==> config.mk <==
export PLATFORM = sky130hd
export DESIGN_NAME = adcts_sequencer
export DESIGN_NICKNAME = d
export VERILOG_FILES = /design/src/adcts_pkg.sv /design/src/adcts_converter_subsystem_clock_gen.sv /design/src/adcts_sar_div.sv /design/src/adcts_sequencer.sv
export SDC_FILE = /design/constraint.sdc
export NUM_CORES = 1
export LEC_CHECK = 0
export ABC_CLOCK_PERIOD_IN_PS = 2400
export BUFFER_PORTS_ARGS = -buffer_cell sky130_fd_sc_hd__buf_2
export CAP_MARGIN = 20
export CORE_MARGIN = 1.5
export CORE_UTILIZATION = 45
export CTS_CLUSTER_SIZE = 20
export DETAILED_ROUTE_END_ITERATION = 10
export GPL_TIMING_DRIVEN = 0
export PLACE_DENSITY = 0.65
export RECOVER_POWER = 25
export REMOVE_ABC_BUFFERS = 1
export SYNTH_ARGS = -nofsm -noshare
export SYNTH_HDL_FRONTEND = slang
export SYNTH_SLANG_ARGS = --single-unit
==> constraint.sdc <==
create_clock -name core_clk_i -period 2.4 [get_ports core_clk_i]
set_input_delay 0.12 -clock core_clk_i [delete_from_list [all_inputs] [get_ports core_clk_i]]
set_output_delay 0.12 -clock core_clk_i [all_outputs]
set_load 0.1 [all_outputs]
==> src/adcts_pkg.sv <==
// Shared constants and types for the converter track and convert sequencer
`default_nettype none
package adcts_pkg;
   // Clock rates
   localparam int CORE_CLK_PERIOD_NS = 5;
   localparam int CORE_CLK_MHZ       = 1000 / CORE_CLK_PERIOD_NS;
   localparam int BURST_MAX_MHZ      = 25;
   // Least core cycles between two accepted burst edges, rounded up
   localparam int BURST_MIN_GAP_CYC  = (CORE_CLK_MHZ + BURST_MAX_MHZ - 1) / BURST_MAX_MHZ;

   // Field widths
   localparam int MODE_W = 2;
   localparam int TK_W   = 4;
   localparam int DIV_W  = 5;
   localparam int CNT_W  = 5;

   // Sequence counts
   localparam logic [CNT_W-1:0] TRK_EXTRA_CONVERTER_SUBSYSTEM_CLOCK = 5'h02;
   localparam logic [CNT_W-1:0] SAR_CYCLES     = 5'h0D;
   localparam logic [CNT_W-1:0] CONV_EXTRA_CONVERTER_SUBSYSTEM_CLOCK = 5'h02;
   localparam logic [DIV_W-1:0] DIV_RESET      = 5'h1F;

   // Tracking mode encodings
   localparam logic [MODE_W-1:0] MODE_PRE  = 2'h0;
   localparam logic [MODE_W-1:0] MODE_POST = 2'h1;
   localparam logic [MODE_W-1:0] MODE_PRE2 = 2'h2;
   localparam logic [MODE_W-1:0] MODE_DUAL = 2'h3;

   // Controller states, Gray coded along idle, track, convert
   typedef enum logic [1:0] {
      ST_IDLE  = 2'h0,
      ST_TRACK = 2'h1,
      ST_CONV  = 2'h3
   } adcts_state_e;

   // Conversion phases
   typedef enum logic [1:0] {
      PH_START  = 2'h0,
      PH_SAR    = 2'h1,
      PH_FINISH = 2'h3
   } adcts_phase_e;

   // Modes whose start opens a timed tracking window
   function automatic logic has_window(input logic [MODE_W-1:0] mode);
      return (mode == MODE_POST) || (mode == MODE_DUAL);
   endfunction
endpackage
`default_nettype wire

==> src/adcts_converter_subsystem_clock_gen.sv <==
// Subsystem clock enable: system clock or synchronised burst oscillator
`default_nettype none
module adcts_converter_subsystem_clock_gen
   import adcts_pkg::*;
(
   // Clock and reset
   input  wire logic core_clk_i,
   input  wire logic arst_n_i,
   // Source selection
   input  wire logic burst_clock_enable_i,
   input  wire logic burst_osc_i,
   // Subsystem clock enable
   output logic      converter_subsystem_clock_en_o
);
   logic [2:0] sync_reg;
   logic [2:0] sync_next;
   logic [4:0] gap_reg;
   logic [4:0] gap_next;
   logic       converter_subsystem_clock_en_reg;
   logic       converter_subsystem_clock_en_next;
   logic       edge_ok;

   localparam logic [4:0] GAP_MIN = 5'(BURST_MIN_GAP_CYC - 1);

   // Edges closer than the rate limit are dropped, so a fast source cannot overrun
   always_comb begin
      sync_next = {sync_reg[1:0], burst_osc_i};
      edge_ok   = sync_reg[1] && !sync_reg[2] && (gap_reg >= GAP_MIN);
      gap_next  = edge_ok ? 5'h00 : ((gap_reg >= GAP_MIN) ? gap_reg : gap_reg + 5'h01);
      converter_subsystem_clock_en_next = burst_clock_enable_i ? edge_ok : 1'b1;
   end

   // State registers
   always_ff @(posedge core_clk_i or negedge arst_n_i) begin
      if (!arst_n_i) begin
         sync_reg    <= 3'h0;
         gap_reg     <= 5'h00;
         converter_subsystem_clock_en_reg <= 1'b0;
      end else begin
         sync_reg    <= sync_next;
         gap_reg     <= gap_next;
         converter_subsystem_clock_en_reg <= converter_subsystem_clock_en_next;
      end
   end

   assign converter_subsystem_clock_en_o = converter_subsystem_clock_en_reg;
endmodule // adcts_converter_subsystem_clock_gen
`default_nettype wire

==> src/adcts_sar_div.sv <==
// Conversion clock enable divided from the subsystem clock enable
`default_nettype none
module adcts_sar_div
   import adcts_pkg::*;
(
   // Clock and reset
   input  wire logic             core_clk_i,
   input  wire logic             arst_n_i,
   // Control
   input  wire logic             converter_subsystem_clock_en_i,
   input  wire logic             restart_i,
   input  wire logic [DIV_W-1:0] div_i,
   // Conversion clock enable
   output logic                  sar_en_o
);
   logic [DIV_W-1:0] cnt_reg;
   logic [DIV_W-1:0] cnt_next;
   logic             sar_en_reg;
   logic             sar_en_next;

   // One pulse every div_i+1 subsystem cycles
   always_comb begin
      cnt_next    = cnt_reg;
      sar_en_next = 1'b0;
      if (restart_i) begin
         cnt_next = '0;
      end else if (converter_subsystem_clock_en_i) begin
         if (cnt_reg == div_i) begin
            cnt_next    = '0;
            sar_en_next = 1'b1;
         end else begin
            cnt_next = cnt_reg + 5'h01;
         end
      end
   end

   // State registers
   always_ff @(posedge core_clk_i or negedge arst_n_i) begin
      if (!arst_n_i) begin
         cnt_reg    <= '0;
         sar_en_reg <= 1'b0;
      end else begin
         cnt_reg    <= cnt_next;
         sar_en_reg <= sar_en_next;
      end
   end

   assign sar_en_o = sar_en_reg;
endmodule // adcts_sar_div
`default_nettype wire

==> src/adcts_sequencer.sv <==
// Track and convert sequencer for the successive-approximation converter
`default_nettype none
module adcts_sequencer
   import adcts_pkg::*;
(
   // Clock and reset
   input  wire logic                       core_clk_i,
   input  wire logic                       arst_n_i,
   // Configuration
   input  wire logic [adcts_pkg::MODE_W-1:0] tracking_mode_select_i,
   input  wire logic [adcts_pkg::TK_W-1:0]   tracking_time_setting_i,
   input  wire logic [adcts_pkg::DIV_W-1:0]  conversion_clock_divider_i,
   input  wire logic                       burst_clock_enable_i,
   // Burst oscillator pin
   input  wire logic                       burst_osc_i,
   // Control
   input  wire logic                       conv_start_i,
   input  wire logic                       sw_track_i,
   // Analog side and status
   output logic                            sample_switch_o,
   output logic                            sar_clk_en_o,
   output logic                            conv_active_o,
   output logic                            conv_done_o,
   output logic [1:0]                      fsm_state_o
);
   import adcts_pkg::*;

   adcts_state_e     state_reg;
   adcts_state_e     state_next;
   adcts_phase_e     phase_reg;
   adcts_phase_e     phase_next;
   logic             win_reg;
   logic             win_next;
   logic [CNT_W-1:0] trk_cnt_reg;
   logic [CNT_W-1:0] trk_cnt_next;
   logic [CNT_W-1:0] sar_cnt_reg;
   logic [CNT_W-1:0] sar_cnt_next;
   logic [MODE_W-1:0] mode_reg;
   logic [MODE_W-1:0] mode_next;
   logic             done_reg;
   logic             done_next;
   logic             switch_reg;
   logic             sar_out_reg;
   logic             converter_subsystem_clock_en;
   logic             sar_en;
   logic             sar_restart;
   logic             accept_start;
   logic             pre_mode;
   logic             rest_track;
   // Output flops and shared decodes
   logic             switch_next;
   logic             sar_out_next;
   logic             active_reg;
   logic             active_next;
   logic             in_sar;

   // Subsystem clock enable
   adcts_converter_subsystem_clock_gen u_converter_subsystem_clock (
      .core_clk_i           (core_clk_i),
      .arst_n_i             (arst_n_i),
      .burst_clock_enable_i (burst_clock_enable_i),
      .burst_osc_i          (burst_osc_i),
      .converter_subsystem_clock_en_o            (converter_subsystem_clock_en)
   );

   // Divider runs only through the successive-approximation phase
   assign in_sar      = (state_reg == ST_CONV) && (phase_reg == PH_SAR);
   assign sar_restart = !in_sar;

   adcts_sar_div u_div (
      .core_clk_i (core_clk_i),
      .arst_n_i   (arst_n_i),
      .converter_subsystem_clock_en_i  (converter_subsystem_clock_en),
      .restart_i  (sar_restart),
      .div_i      (conversion_clock_divider_i),
      .sar_en_o   (sar_en)
   );

   // Start decode: ignored while a window or conversion is already running
   assign pre_mode     = !has_window(tracking_mode_select_i);
   assign accept_start = conv_start_i &&
                         ((state_reg == ST_IDLE) || ((state_reg == ST_TRACK) && !win_reg));
   // Resting state after a conversion follows the mode latched at start
   assign rest_track   = (mode_reg == MODE_DUAL) ||
                         (!has_window(mode_reg) && sw_track_i);

   // Sequencer next state
   always_comb begin
      state_next   = state_reg;
      phase_next   = phase_reg;
      win_next     = win_reg;
      trk_cnt_next = trk_cnt_reg;
      sar_cnt_next = sar_cnt_reg;
      mode_next    = mode_reg;
      done_next    = 1'b0;
      unique case (state_reg)
         ST_IDLE: begin
            // Software owns tracking in pre-tracking mode
            if (pre_mode && sw_track_i) begin
               state_next = ST_TRACK;
            end else if (tracking_mode_select_i == MODE_DUAL) begin
               state_next = ST_TRACK;
            end
         end
         ST_TRACK: begin
            if (win_reg) begin
               if (converter_subsystem_clock_en) begin
                  if (trk_cnt_reg == 5'h01) begin
                     state_next = ST_CONV;
                     phase_next = PH_START;
                     win_next   = 1'b0;
                  end else begin
                     trk_cnt_next = trk_cnt_reg - 5'h01;
                  end
               end
            end else if (pre_mode ? !sw_track_i
                                  : (tracking_mode_select_i == MODE_POST)) begin
               state_next = ST_IDLE;
            end
         end
         ST_CONV: begin
            unique case (phase_reg)
               PH_START: begin
                  // One subsystem cycle to open the conversion
                  sar_cnt_next = '0;
                  if (converter_subsystem_clock_en) begin
                     phase_next = PH_SAR;
                  end
               end
               PH_SAR: begin
                  if (sar_en) begin
                     sar_cnt_next = sar_cnt_reg + 5'h01;
                     if (sar_cnt_reg == SAR_CYCLES - 5'h01) begin
                        phase_next = PH_FINISH;
                     end
                  end
               end
               PH_FINISH: begin
                  // One subsystem cycle to close it, then rest per mode
                  if (converter_subsystem_clock_en) begin
                     done_next  = 1'b1;
                     state_next = rest_track ? ST_TRACK : ST_IDLE;
                     phase_next = PH_START;
                  end
               end
               default: phase_next = PH_START;
            endcase
         end
         default: state_next = ST_IDLE;
      endcase
      // A convert start overrides the resting behaviour above
      if (accept_start) begin
         mode_next = tracking_mode_select_i;
         if (pre_mode) begin
            state_next = ST_CONV;
            phase_next = PH_START;
            win_next   = 1'b0;
         end else begin
            state_next   = ST_TRACK;
            win_next     = 1'b1;
            trk_cnt_next = 5'(tracking_time_setting_i) + TRK_EXTRA_CONVERTER_SUBSYSTEM_CLOCK;
         end
      end
   end

   // Switch and active next values follow the next state, so those two flops line up with it
   always_comb begin
      switch_next  = (state_next == ST_TRACK);
      active_next  = (state_next == ST_CONV);
      // Divider pulse forwarded only while the SAR phase runs
      sar_out_next = sar_en && in_sar;
   end

   // Sequencer registers; switch and active outputs decoded from next state so they align with it
   always_ff @(posedge core_clk_i or negedge arst_n_i) begin
      if (!arst_n_i) begin
         state_reg   <= ST_IDLE;
         phase_reg   <= PH_START;
         win_reg     <= 1'b0;
         trk_cnt_reg <= '0;
         sar_cnt_reg <= '0;
         mode_reg    <= MODE_PRE;
         done_reg    <= 1'b0;
         switch_reg  <= 1'b0;
         sar_out_reg <= 1'b0;
         active_reg  <= 1'b0;
      end else begin
         state_reg   <= state_next;
         phase_reg   <= phase_next;
         win_reg     <= win_next;
         trk_cnt_reg <= trk_cnt_next;
         sar_cnt_reg <= sar_cnt_next;
         mode_reg    <= mode_next;
         done_reg    <= done_next;
         switch_reg  <= switch_next;
         sar_out_reg <= sar_out_next;
         active_reg  <= active_next;
      end
   end

   // Outputs straight from flops
   assign sample_switch_o = switch_reg;
   assign sar_clk_en_o    = sar_out_reg;
   assign conv_active_o   = active_reg;
   assign conv_done_o     = done_reg;
   assign fsm_state_o     = state_reg;

   // Checking helpers: subsystem cycles inside the window and around the SAR phase
   logic [CNT_W-1:0] chk_win_reg;
   logic [CNT_W-1:0] chk_win_next;
   logic [TK_W-1:0]  chk_tk_reg;
   logic [TK_W-1:0]  chk_tk_next;
   logic [CNT_W-1:0] chk_edge_reg;
   logic [CNT_W-1:0] chk_edge_next;

   // Helper next values; a take restarts every count
   always_comb begin
      chk_win_next  = chk_win_reg;
      chk_tk_next   = chk_tk_reg;
      chk_edge_next = chk_edge_reg;
      if (accept_start) begin
         chk_win_next  = '0;
         chk_tk_next   = tracking_time_setting_i;
         chk_edge_next = '0;
      end else if (converter_subsystem_clock_en) begin
         if (win_reg) begin
            chk_win_next = chk_win_reg + 5'h01;
         end
         // Start and finish phases are the two extra subsystem cycles
         if ((state_reg == ST_CONV) && !in_sar) begin
            chk_edge_next = chk_edge_reg + 5'h01;
         end
      end
   end

   // Helper registers
   always_ff @(posedge core_clk_i or negedge arst_n_i) begin
      if (!arst_n_i) begin
         chk_win_reg  <= '0;
         chk_tk_reg   <= '0;
         chk_edge_reg <= '0;
      end else begin
         chk_win_reg  <= chk_win_next;
         chk_tk_reg   <= chk_tk_next;
         chk_edge_reg <= chk_edge_next;
      end
   end
endmodule // adcts_sequencer
`default_nettype wire

==> flow_metrics.py <==
metrics = {
    "pwr": {
        "total_power_mw": 2.24,
        "ir_worst_vdd_mv": 0.544,
        "power_density_mw_per_mm2": 1070,
        "cellLeakagePower_nw": 0.984,
    },
    "critical_path": {
        "start_kind": "flip-flop",
        "critPathArrivalTime_ps": 1890,
        "crit_path_end_kind": "flip-flop",
        "critical_path.cell_chain": "nor2b_1, nand3_1, a21boi_2, a21oi_1",
        "criticalPathCategory": "flip-flop to flip-flop",
        "timing.critical_path.buf_inv": 0,
        "crit_family": "simple AND/OR/NAND/NOR gates",
        "critPathRequiredTime_ps": 2610,
        "worstPathMaxFanout": 15,
        "crit_slowest_cell": "dfrtp_1",
        "slowest_delay_ps": 540,
    },
    "floorplan": {
        "die_height_um": 67.7,
        "start_util_pct": 47.1,
        "rows": 23,
        "die_x_um": 67.7,
        "die-area_mm2": 0.00459,
        "coreArea_mm2": 0.00400,
        "ios": 23,
    },
    "clock_network": {
        "cts.sinks": 36,
        "clockBufferDepth": 2,
        "cts_buffers": 5,
        "cts_root_buf": "clkbuf_8",
        "clkTransAtPathRegs_ps": 70,
        "htreeDepth": 2,
        "clock_latency_ps": 280,
        "postCtsSetupRepairBufs": 0,
        "cts_tree": "done",
    },
    "cells_and_area": {
        "fillers": 370,
        "layout.nets": 231,
        "multi_input_area_um2": 913,
        "seq_area_um2": 901,
        "antenna_cells": 0,
        "syn_to_final_growth_pct": 11.3,
        "drive_gt1_share_pct": 17.4,
        "final_area_mm2": 0.00210,
    },
    "synthesis": {
        "ys_seq_area_share_pct": 47.8,
        "synthFlopType": "dfrtp_1",
        "synth_area_per_cell_um2": 10.2,
        "synth_cell_type_count": 47,
        "synthTopCellsByArea": "dfrtp_1 48%, ha_1 4.6%, mux2i_1 3.7%",
        "synth_edf_count": 0,
        "synth_top_cell_area_share_pct": 47.8,
        "ys_warn_count": 0,
        "synth-seq-cells": 36,
        "netlist_area_mm2": 0.00189,
        "yosysMostFrequentCell": "dfrtp_1",
        "synth_top_area_cell": "dfrtp_1",
        "synth_commonest_cells": "36 x dfrtp_1, 17 x nand2_1, 17 x nor2_1",
        "async_flop_share_pct": 100,
        "syn_inst": 185,
    },
    "global_route": {
        "grt_max_degree": 37,
        "antenna_found_initial": 0,
        "met1_usage_pct": 21.4,
        "grt_pass1_wl_mm": 5.88,
        "grt_pass1_vias": 1316,
        "grt.overflow.total": 0,
        "use_met3_pct": 5.17,
        "top_usage_layer": "met2",
        "grtUsageTotal_pct": 17.5,
        "met2_usage_pct": 28.8,
    },
    "timing": {
        "final_hold_viol_count": 0,
        "finClkSkew_ps": 6.93,
        "worst_pin_slew_ps": 878,
        "slew_headroom_pct": 41.5,
        "setup_tns_ps": 0,
        "rsz0062_at_grt": "no",
        "period_needed_ps": 1690,
        "setup_violations": 0,
        "finalMaxSlewViolations": 0,
        "max_freq_mhz": 593,
        "setup_ws_ps": 715,
        "timing.final.crit_share_pct": 70.2,
    },
    "route": {
        "drc_errors": 0,
        "drtIter0Drc": 66,
        "via_per_inst": 5.42,
        "wl_per_cell_um": 12.8,
        "drtPass1Iterations": 4,
        "final_antenna_net_count": 0,
        "routed_wl_mm": 3.28,
        "via_count": 1393,
    },
    "min_path": {
        "min-delay-path-class": "primary input to flip-flop",
    },
    "place": {
        "placed_area_mm2": 0.00201,
        "dp_slack_ps": 708,
        "port_buffers": 22,
        "gp_congestion": 0.792,
        "hpwl_mm": 2.41,
    },
    "job": {
        "drv_cap": 0,
    },
    "run_status": {
        "outcome": "finished, final reports clean",
    },
}
==> kinds of logic (layout without fill, tap and decap cells) <==
family	count (synthesis)	count (layout)	synth area share [%]
buf+inv	13	35	3.52
fa+ha+maj	7	7	4.64
mux	8	8	4.31
compound gates	38	38	13.3
flops	36	36	47.8
xor+xnor	10	10	4.64
simple gates	73	73	21.8
==> final timing paths <==
path                                                                      to  slack (ps)                                         startpoint  cells after the start
setup / recovery                                   sample_switch_o$_DFF_PN0_         710                           fsm_state_o[1]$_DFF_PN0_                      4
setup reg to reg                                   sample_switch_o$_DFF_PN0_         710                           fsm_state_o[1]$_DFF_PN0_                      4
hold / removal                                                     flip-flop          20                               burst_clock_enable_i                      2
max in group asynchronous                            mode_reg[1]$_DFFE_PN0P_        1350                                           arst_n_i                      2
hold reg to reg            u_converter_subsystem_clock.sync_reg[1]$_DFF_PN0_         350  u_converter_subsystem_clock.sync_reg[0]$_DFF_PN0_                      0
min in group asynchronous                         sar_cnt_reg[1]$_DFFE_PN0P_         500                                           arst_n_i                      2
==> area by class of cell <==
cell class	instances	share of cell area, %
Timing Repair Buffer	24	6.20
Clock buffer	6	3.46
Inverter	4	0.715
Tap cell	50	2.98
Multi-Input combinational cell	136	43.5
Sequential cell	36	42.9
Clock inverter	1	0.238
==> cell usage in the layout, fill, tap and decap left out, types with 3 or more instances in the layout <==
cell type	synthesis	routed
a211oi_1	4	4
a21o_1	3	3
a21oi_1	9	9
a22o_1	5	5
buf_2	3	21
clkbuf_8	0	5
dfrtp_1	36	36
ha_1	7	7
inv_1	4	4
mux2i_1	7	7
nand2_1	17	17
nand3_1	7	8
nand3b_1	3	3
nand4_1	6	6
nor2_1	17	17
nor3_1	4	4
o21ai_0	7	7
xnor2_1	4	4
xor2_1	6	6
==> metrics by stage <==
step / util (%) / std cells / hold WS, ps
floorplan: - / 176 / -176
global placement: 50.2 / 248 / 230
detailed placement: 50.2 / 248 / 230
CTS: 52.6 / 257 / 11.1
global route: 52.5 / 257 / 7.26
finish: 52.5 / 257 / 19.4
==> layer usage <==
metal	routed length [um]	up-vias
met1	1420	662
met3	137	4
met2	1680	25
met5	0	-
li1	-	702
met4	44	0
==> timing repair <==
item                                   4_1_cts  5_1_grt
endpoints found under the hold margin       37        0
hold buffers                                 2        0
gates resized for setup                      0        0
==> power breakdown <==
part	switching [mW]	leakage, nW	internal, mW
Sequential	0.218	0.453	0.769
Combinational	0.562	0.490	0.302
Clock	0.189	0.0410	0.197
Total	0.968	0.984	1.27
Note: power is estimated with default switching activity, not from simulation.
